===== config.mk =====
export PLATFORM = sky130hd
export DESIGN_NAME = onoff_sequencer_thermal_guard
export DESIGN_NICKNAME = d
export VERILOG_FILES = /design/src/common/onoff_pkg.sv /design/src/rtl/onoff_sequencer_thermal_guard.sv /design/src/rtl/debounce.sv
export SDC_FILE = /design/constraint.sdc
export NUM_CORES = 1
export LEC_CHECK = 0
export ABC_AREA = 1
export BUFFER_PORTS_ARGS = -buffer_cell sky130_fd_sc_hd__buf_2
export CAP_MARGIN = 5
export CORE_MARGIN = 2
export CORE_UTILIZATION = 45
export CTS_CLUSTER_SIZE = 20
export DETAILED_ROUTE_END_ITERATION = 16
export GPL_TIMING_DRIVEN = 1
export HOLD_SLACK_MARGIN = 0.15
export PLACE_DENSITY = 0.66
export SLEW_MARGIN = 5
export SYNTH_ARGS = -nofsm -noshare
export SYNTH_HDL_FRONTEND = slang
export SYNTH_SLANG_ARGS = --single-unit

===== constraint.sdc =====
create_clock -name clock -period 2.3 [get_ports clock]
set_input_delay 0.345 -clock clock [delete_from_list [all_inputs] [get_ports clock]]
set_output_delay 0.345 -clock clock [all_outputs]
set_load 0.02 [all_outputs]

===== src/common/onoff_pkg.sv =====
// Package for the on/off controller and sequencer: constants, states, carriers
package onoff_pkg;
	localparam int NUM_RES = 4;
	localparam int NUM_SLOTS = 4;
	localparam int DEB_W = 16;
	localparam int SEQ_W = 16;
	localparam logic [DEB_W-1:0] DEBOUNCE_CYCLES = 16'h0400;
	localparam logic [SEQ_W-1:0] SLOT_CYCLES = 16'h0800;
	localparam logic [1:0] SOFT_RESET_COLD = 2'h1;
	localparam logic [1:0] SOFT_RESET_OFF = 2'h2;
	localparam logic [1:0] TEMP_MASK_RESET = 2'h3;
	localparam logic [NUM_RES-1:0] RES_OFF = 4'h0;

	typedef enum logic [3:0] {
		st_standby,
		st_bias_enable,
		st_sw_on,
		st_power_up,
		st_hw_on,
		st_power_down,
		st_immediate_off,
		st_bias_disable
	} ctrl_state_t;

	// Analog comparator and bias handshake flags
	typedef struct packed {
		logic system_undervoltage_lockout;
		logic system_overvoltage_lockout;
		logic overtemp_lockout;
		logic temp_recovered;
		logic bias_ok;
		logic bias_off_done;
		logic temp_alarm_low;
		logic temp_alarm_high;
	} analog_flags_t;

	// Per-resource sequencing setup
	typedef struct packed {
		logic hw_sequenced;
		logic [1:0] up_slot;
		logic [1:0] down_slot;
	} res_cfg_t;

	// Wake sources and their enables
	typedef struct packed {
		logic onkey_wake_enable;
		logic charge_wake_enable;
		logic gpio_wake_enable;
		logic onkey_manual_reset_enable;
		logic gpio_manual_reset_enable;
	} wake_cfg_t;
endpackage


===== src/rtl/onoff_sequencer_thermal_guard.sv =====
// On/off controller, four-resource sequencer, debounced wake pins, thermal guard
`timescale 1ns/100ps
module onoff_sequencer_thermal_guard (
	input wire logic clock,
	input wire logic srst,
	input wire onoff_pkg::analog_flags_t flags,
	input wire onoff_pkg::wake_cfg_t wake_cfg,
	input wire onoff_pkg::res_cfg_t [3:0] res_cfg,
	input wire logic [3:0] sw_enable,
	input wire logic bias_enable_bit,
	input wire logic [1:0] soft_reset_field,
	input wire logic soft_reset_write,
	input wire logic internal_wake_flag,
	input wire logic on_key_n,
	input wire logic charge_input,
	input wire logic gpio_wake,
	input wire logic gpio_manual_reset,
	input wire logic [1:0] temp_irq_mask,
	input wire logic [1:0] temp_irq_clear,
	output logic [3:0] res_on,
	output logic bias_request,
	output logic temp_alarm_low_status,
	output logic temp_alarm_high_status,
	output logic [1:0] temp_irq_pending,
	output logic temp_irq,
	output logic overtemp_blocked,
	output logic cold_reset_wake,
	output onoff_pkg::ctrl_state_t state
);
	import onoff_pkg::*;

	logic key_down;
	logic chg_clean;
	logic gpio_clean;
	logic key_prev;
	logic chg_prev;
	logic gpio_prev;
	logic [SEQ_W-1:0] timer;
	logic [1:0] slot;
	logic slot_tick;
	logic wake;
	logic shutdown_req;
	logic [1:0] alarm_prev;
	logic [1:0] alarm_now;
	logic [3:0] up_mask;
	logic [3:0] down_mask;

	debounce u_key (.clock(clock), .srst(srst), .raw(!on_key_n),
		.clean(key_down));
	debounce u_chg (.clock(clock), .srst(srst), .raw(charge_input),
		.clean(chg_clean));
	debounce u_gpio (.clock(clock), .srst(srst), .raw(gpio_wake),
		.clean(gpio_clean));

	// Key is debounced as its pressed level, so no false edge after reset
	always_ff @(posedge clock) begin
		if (srst) begin
			key_prev <= 1'b0;
			chg_prev <= 1'b0;
			gpio_prev <= 1'b0;
		end else begin
			key_prev <= key_down;
			chg_prev <= chg_clean;
			gpio_prev <= gpio_clean;
		end
	end

	assign wake = (wake_cfg.onkey_wake_enable && !key_prev && key_down)
		|| (wake_cfg.charge_wake_enable && !chg_prev && chg_clean)
		|| internal_wake_flag
		|| (wake_cfg.gpio_wake_enable && !gpio_prev && gpio_clean);

	// soft reset codes and manual resets
	assign shutdown_req = (soft_reset_write
		&& (soft_reset_field == SOFT_RESET_COLD
		|| soft_reset_field == SOFT_RESET_OFF))
		|| (wake_cfg.onkey_manual_reset_enable && key_down)
		|| (wake_cfg.gpio_manual_reset_enable && gpio_manual_reset);

	// Cold reset re-wakes via the internal flag outside this block
	always_ff @(posedge clock) begin
		if (srst) begin
			cold_reset_wake <= 1'b0;
		end else begin
			cold_reset_wake <= soft_reset_write
				&& soft_reset_field == SOFT_RESET_COLD;
		end
	end

	assign slot_tick = (timer == SLOT_CYCLES - 16'h0001);

	always_ff @(posedge clock) begin
		if (srst) begin
			timer <= '0;
			slot <= '0;
		end else if (state == st_power_up || state == st_power_down) begin
			if (slot_tick) begin
				timer <= '0;
				slot <= slot + 2'h1;
			end else begin
				timer <= timer + 16'h0001;
			end
		end else begin
			timer <= '0;
			slot <= '0;
		end
	end

	always_comb begin
		up_mask = '0;
		down_mask = '0;
		for (int i = 0; i < NUM_RES; i++) begin
			up_mask[i] = res_cfg[i].hw_sequenced
				&& res_cfg[i].up_slot == slot;
			down_mask[i] = res_cfg[i].hw_sequenced
				&& res_cfg[i].down_slot == slot;
		end
	end

	always_ff @(posedge clock) begin
		if (srst) begin
			overtemp_blocked <= 1'b0;
		end else if (flags.overtemp_lockout) begin
			overtemp_blocked <= 1'b1;
		end else if (flags.temp_recovered) begin
			overtemp_blocked <= 1'b0;
		end
	end

	// Main controller
	always_ff @(posedge clock) begin
		if (srst) begin
			state <= st_standby;
		end else begin
			case (state)
			st_standby: begin
				if (bias_enable_bit) begin
					state <= st_bias_enable;
				end else if (wake && !overtemp_blocked) begin
					state <= st_bias_enable;
				end
			end
			st_bias_enable: begin
				if (flags.bias_ok) begin
					state <= bias_enable_bit ? st_sw_on : st_power_up;
				end
			end
			st_sw_on: begin
				if (flags.system_undervoltage_lockout
					|| flags.overtemp_lockout) begin
					state <= st_immediate_off;
				end else if (!bias_enable_bit) begin
					state <= st_bias_disable;
				end
			end
			st_power_up: begin
				if (slot_tick && slot == 2'h3) begin
					state <= st_hw_on;
				end
			end
			st_hw_on: begin
				if (flags.overtemp_lockout
					|| flags.system_undervoltage_lockout
					|| flags.system_overvoltage_lockout) begin
					state <= st_immediate_off;
				end else if (shutdown_req) begin
					state <= st_power_down;
				end
			end
			st_power_down: begin
				if (slot_tick && slot == 2'h3) begin
					state <= st_bias_disable;
				end
			end
			st_immediate_off: begin
				if (res_on == RES_OFF) begin
					state <= st_bias_disable;
				end
			end
			st_bias_disable: begin
				if (flags.bias_off_done) begin
					state <= st_standby;
				end
			end
			default: state <= st_standby;
			endcase
		end
	end

	always_ff @(posedge clock) begin
		if (srst) begin
			res_on <= RES_OFF;
		end else if (overtemp_blocked || state == st_immediate_off
			|| state == st_standby || state == st_bias_disable) begin
			res_on <= RES_OFF;
		end else if (state == st_sw_on) begin
			res_on <= sw_enable;
		end else if (state == st_power_up && slot_tick) begin
			res_on <= res_on | up_mask;
		end else if (state == st_power_down && slot_tick) begin
			res_on <= res_on & ~down_mask;
		end else if (state == st_hw_on) begin
			res_on <= res_on | (sw_enable & ~{res_cfg[3].hw_sequenced,
				res_cfg[2].hw_sequenced, res_cfg[1].hw_sequenced,
				res_cfg[0].hw_sequenced});
		end
	end

	always_ff @(posedge clock) begin
		if (srst) begin
			bias_request <= 1'b0;
		end else begin
			bias_request <= state != st_standby
				&& state != st_bias_disable;
		end
	end

	assign alarm_now = {flags.temp_alarm_high, flags.temp_alarm_low};

	always_ff @(posedge clock) begin
		if (srst) begin
			alarm_prev <= '0;
			temp_alarm_low_status <= 1'b0;
			temp_alarm_high_status <= 1'b0;
		end else begin
			alarm_prev <= alarm_now;
			temp_alarm_low_status <= alarm_now[0];
			temp_alarm_high_status <= alarm_now[1];
		end
	end

	// change events, set wins over clear
	always_ff @(posedge clock) begin
		if (srst) begin
			temp_irq_pending <= '0;
		end else begin
			temp_irq_pending <= (temp_irq_pending & ~temp_irq_clear)
				| (alarm_now ^ alarm_prev);
		end
	end

	// masks default applied outside; gate here
	always_ff @(posedge clock) begin
		if (srst) begin
			temp_irq <= 1'b0;
		end else begin
			temp_irq <= |(temp_irq_pending & ~temp_irq_mask);
		end
	end
endmodule


===== src/rtl/debounce.sv =====
// Two-edge debouncer with a glitch-restarted qualification counter
`timescale 1ns/100ps
module debounce (
	input wire logic clock,
	input wire logic srst,
	input wire logic raw,
	output logic clean
);
	import onoff_pkg::*;

	logic [DEB_W-1:0] count;

	always_ff @(posedge clock) begin
		if (srst) begin
			count <= '0;
		end else if (raw == clean) begin
			count <= '0;
		end else if (count == DEBOUNCE_CYCLES - 16'h0001) begin
			count <= '0;
		end else begin
			count <= count + 16'h0001;
		end
	end

	always_ff @(posedge clock) begin
		if (srst) begin
			clean <= 1'b0;
		end else if (raw != clean && count == DEBOUNCE_CYCLES - 16'h0001) begin
			clean <= raw;
		end
	end
endmodule


==> flow_metrics.env <==
export IMPL_max_cap_violations=0
export IMPL_fp_row_count=36
export IMPL_syn_inst=646
export IMPL_cts_repair_resized=0
export IMPL_ctsLongestPathBuffers=2
export IMPL_cts_hold_buf=0
export IMPL_worstSetupPathType="reg2reg"
export IMPL_cts_root_buffer="sky130_fd_sc_hd__clkbuf_8"
export IMPL_yosysSeqAreaShare=0.392
export IMPL_slew_violations=0
export IMPL_number_of_global_route_vias_before_repair=3901
export IMPL_wire_length_of_the_first_global_routing_pass_um=15800
export IMPL_dp_hpwl_um=7140
export IMPL_drt_pass_1_iters=4
export IMPL_die_width_um=103
export IMPL_cell_class_contributing_the_biggest_share_of_worst_path_delay="simple AND/OR/NAND/NOR gates"
export IMPL_total_global_routing_overflow=0
export IMPL_avgRoutedWirePerCell_um=10.9
export IMPL_core_region_area_um2=9680
export IMPL_design_portCount=68
export IMPL_power_density_nw_per_um2=679
export IMPL_synth_fp_nets=704
export IMPL_final_nets=774
export IMPL_remaining_drc_errors=0
export IMPL_unrepaired_setup_endpoints_after_global_routing="false"
export IMPL_max_slew_worst_pin_slew_ps=696
export IMPL_clock_insertion_delay_worst_skew_ps=360
export IMPL_vias=4166
export IMPL_cts_sinks=87
export IMPL_timing_critical_path_slowest_stage_cell="sky130_fd_sc_hd__nand2_1"
export IMPL_static_leakage_power_uw=0.00220
export IMPL_layout_min_cycle_time_ps=1830
export IMPL_die_area_um2=10700
export IMPL_finClkSkew_ps=13.5
export IMPL_fillCellCount=978
export IMPL_final_layout_size_suffix_gt1_frac=0.158
export IMPL_path_clk_slew_ps=90
export IMPL_critPathArrivalTime_ps=2070
export IMPL_finalSetupViolCount=0
export IMPL_drt_antenna_violating_nets=0
export IMPL_port_buffer_count=66
export IMPL_globalplace_congestion=0.870
export IMPL_initial_utilization=0.458
export IMPL_crit_path_start_kind="flip-flop"
export IMPL_hold_ws_ps=202
export IMPL_die_height_um=103
export IMPL_cts_made_buffers=9
export IMPL_grt_antenna_before_repair=0
export IMPL_ys_ff_latch=87
export IMPL_cts_htree_levels=3
export IMPL_synth_yosys_warnings=0
export IMPL_maxClockFrequency_mhz=547
export IMPL_multi_input_comb_area_um2=2300
export IMPL_min_period_over_period=0.795
export IMPL_slew_headroom=0.535
export IMPL_final_setup_tns_ps=0
export IMPL_avgSynthCellArea_um2=6.87
export IMPL_path_cells="ha_1 -> nand2_1 -> inv_1 -> nand3_1 -> nor2_1 -> nand4_1 -> nand2_1 -> a21oi_1 -> o21ai_0 -> inv_1"
export IMPL_syn2layout_area_growth_pct=14.8
export IMPL_hold_path_class="in2reg"
export IMPL_antennaDiodeCount=0
export IMPL_detail_route_iter0_violations=156
export IMPL_layout_commonest_cell="sky130_fd_sc_hd__nand2_1"
export IMPL_critical_path_buf_inv_count=2
export IMPL_register_area_um2=1740
export IMPL_cts_tree="yes"
export IMPL_outcome="completed"
export IMPL_layout_cells_most_common_list="132 x sky130_fd_sc_hd__nand2_1, 106 x sky130_fd_sc_hd__nor2_1, 87 x sky130_fd_sc_hd__inv_1, 87 x sky130_fd_sc_hd__dfxtp_1, 66 x sky130_fd_sc_hd__buf_2"
export IMPL_globalRouteTotalUtil=0.185
export IMPL_cts_setup_buffers=0
export IMPL_cp_required_ps=2540
export IMPL_worstPathMaxFanout=16
export IMPL_grt_max_degree=17
export IMPL_syn_area_um2=4440
export IMPL_cpPeakStageDelay_ps=410
export IMPL_vdd_ir_drop_max_v=0.000389
export IMPL_wirelength_um=9300
export IMPL_hold_viol=0
export IMPL_synthDistinctLibCells=37
export IMPL_routed_via_count_divided_by_cell_count=4.88
export IMPL_setup_worst_path_end_class="flip-flop"
metrics by stage:
stage / power [µW] / setup WS, ps / instance area, µm² / utilization / instances
6_report: 3460 / 471 / 5100 / 0.526 / 854
5_1_grt: 3660 / 166 / 5100 / 0.526 / 854
4_1_cts: 3500 / 430 / 5100 / 0.526 / 854
3_5_place_dp: 2350 / 450 / 4880 / 0.504 / 838
3_3_place_gp: 2340 / 508 / 4880 / 0.504 / 838
2_1_floorplan: 2160 / 796 / 4440 / - / 646
cell usage after synthesis, drive strengths merged:
cell,n,share of area
a21oi,31,0.035
nand4,12,0.017
nor3,22,0.028
conb,1,0.00084
buf,7,0.012
nor4,7,0.0099
a31oi,1,0.0014
xor2,14,0.028
nor2,112,0.099
dfxtp,87,0.39
xnor2,11,0.022
o21ai,29,0.033
ha,6,0.017
nand2,136,0.12
o211ai,5,0.0096
or2,14,0.020
o22ai,1,0.0014
nor3b,9,0.017
clkinv,2,0.0017
clkbuf,1,0.00084
nand2b,1,0.0014
inv,89,0.075
a21boi,5,0.0085
nand3,40,0.046
nand3b,2,0.0034
o21a,1,0.0017
layout make-up:
type,count,area share
Sequential cell,87,0.342
Clock inverter,6,0.0167
Tap cell,133,0.0327
Inverter,91,0.0670
Multi-Input combinational cell,460,0.451
Clock buffer,10,0.0250
Timing Repair Buffer,67,0.0663
state kept, by name, summed over array words and instances, names as in the netlist, 2 cells and up:
register          cells
state                 3
res_on                4
u_gpio.count         16
timer                16
slot                  2
u_chg.count          16
temp_irq_pending      2
u_key.count          16
cell families (layout without fill, tap and decap cells):
kind of cell	after synthesis	after routing	share of synthesized area
simple gates	355	355	0.360
buf+inv	99	174	0.0902
flops	87	87	0.392
compound gates	73	73	0.0902
xor+xnor	25	25	0.0493
fa+ha+maj	6	6	0.0169
other cells	1	1	0.000845
report_power, final:
part | switching [µW] | internal (µW)
registers | 64.3 | 1560
clock network | 527 | 608
logic | 450 | 250
total | 1040 | 2420
per-layer routing:
metal / global-route usage / wire [µm]
met5: 0 / 0
met4: 0.0830 / 156
met3: 0.0343 / 417
met2: 0.327 / 4450
met1: 0.219 / 4280
path summary, 6_finish.rpt:
kind	startpoint	end	slack [ps]	depth (start not counted)
max	u_chg.count[0]	u_chg.count[11]	470	10
min	on_key_n	u_key.clean	200	2
max reg2reg	u_chg.count[0]	u_chg.count[11]	470	10
min reg2reg	u_chg.count[0]	u_chg.count[0]	450	1
worst register-to-register path, cell delays in order, from the launching register on:
cell and delay (ps):
sky130_fd_sc_hd__dfxtp_1 350, sky130_fd_sc_hd__ha_1 170, sky130_fd_sc_hd__nand2_1 50, sky130_fd_sc_hd__inv_1 80, sky130_fd_sc_hd__nand3_1 130, sky130_fd_sc_hd__nor2_1 170
sky130_fd_sc_hd__nand4_1 150, sky130_fd_sc_hd__nand2_1 410, sky130_fd_sc_hd__a21oi_1 70, sky130_fd_sc_hd__o21ai_0 90, sky130_fd_sc_hd__inv_1 50
Power figures use the tool's default switching activity.
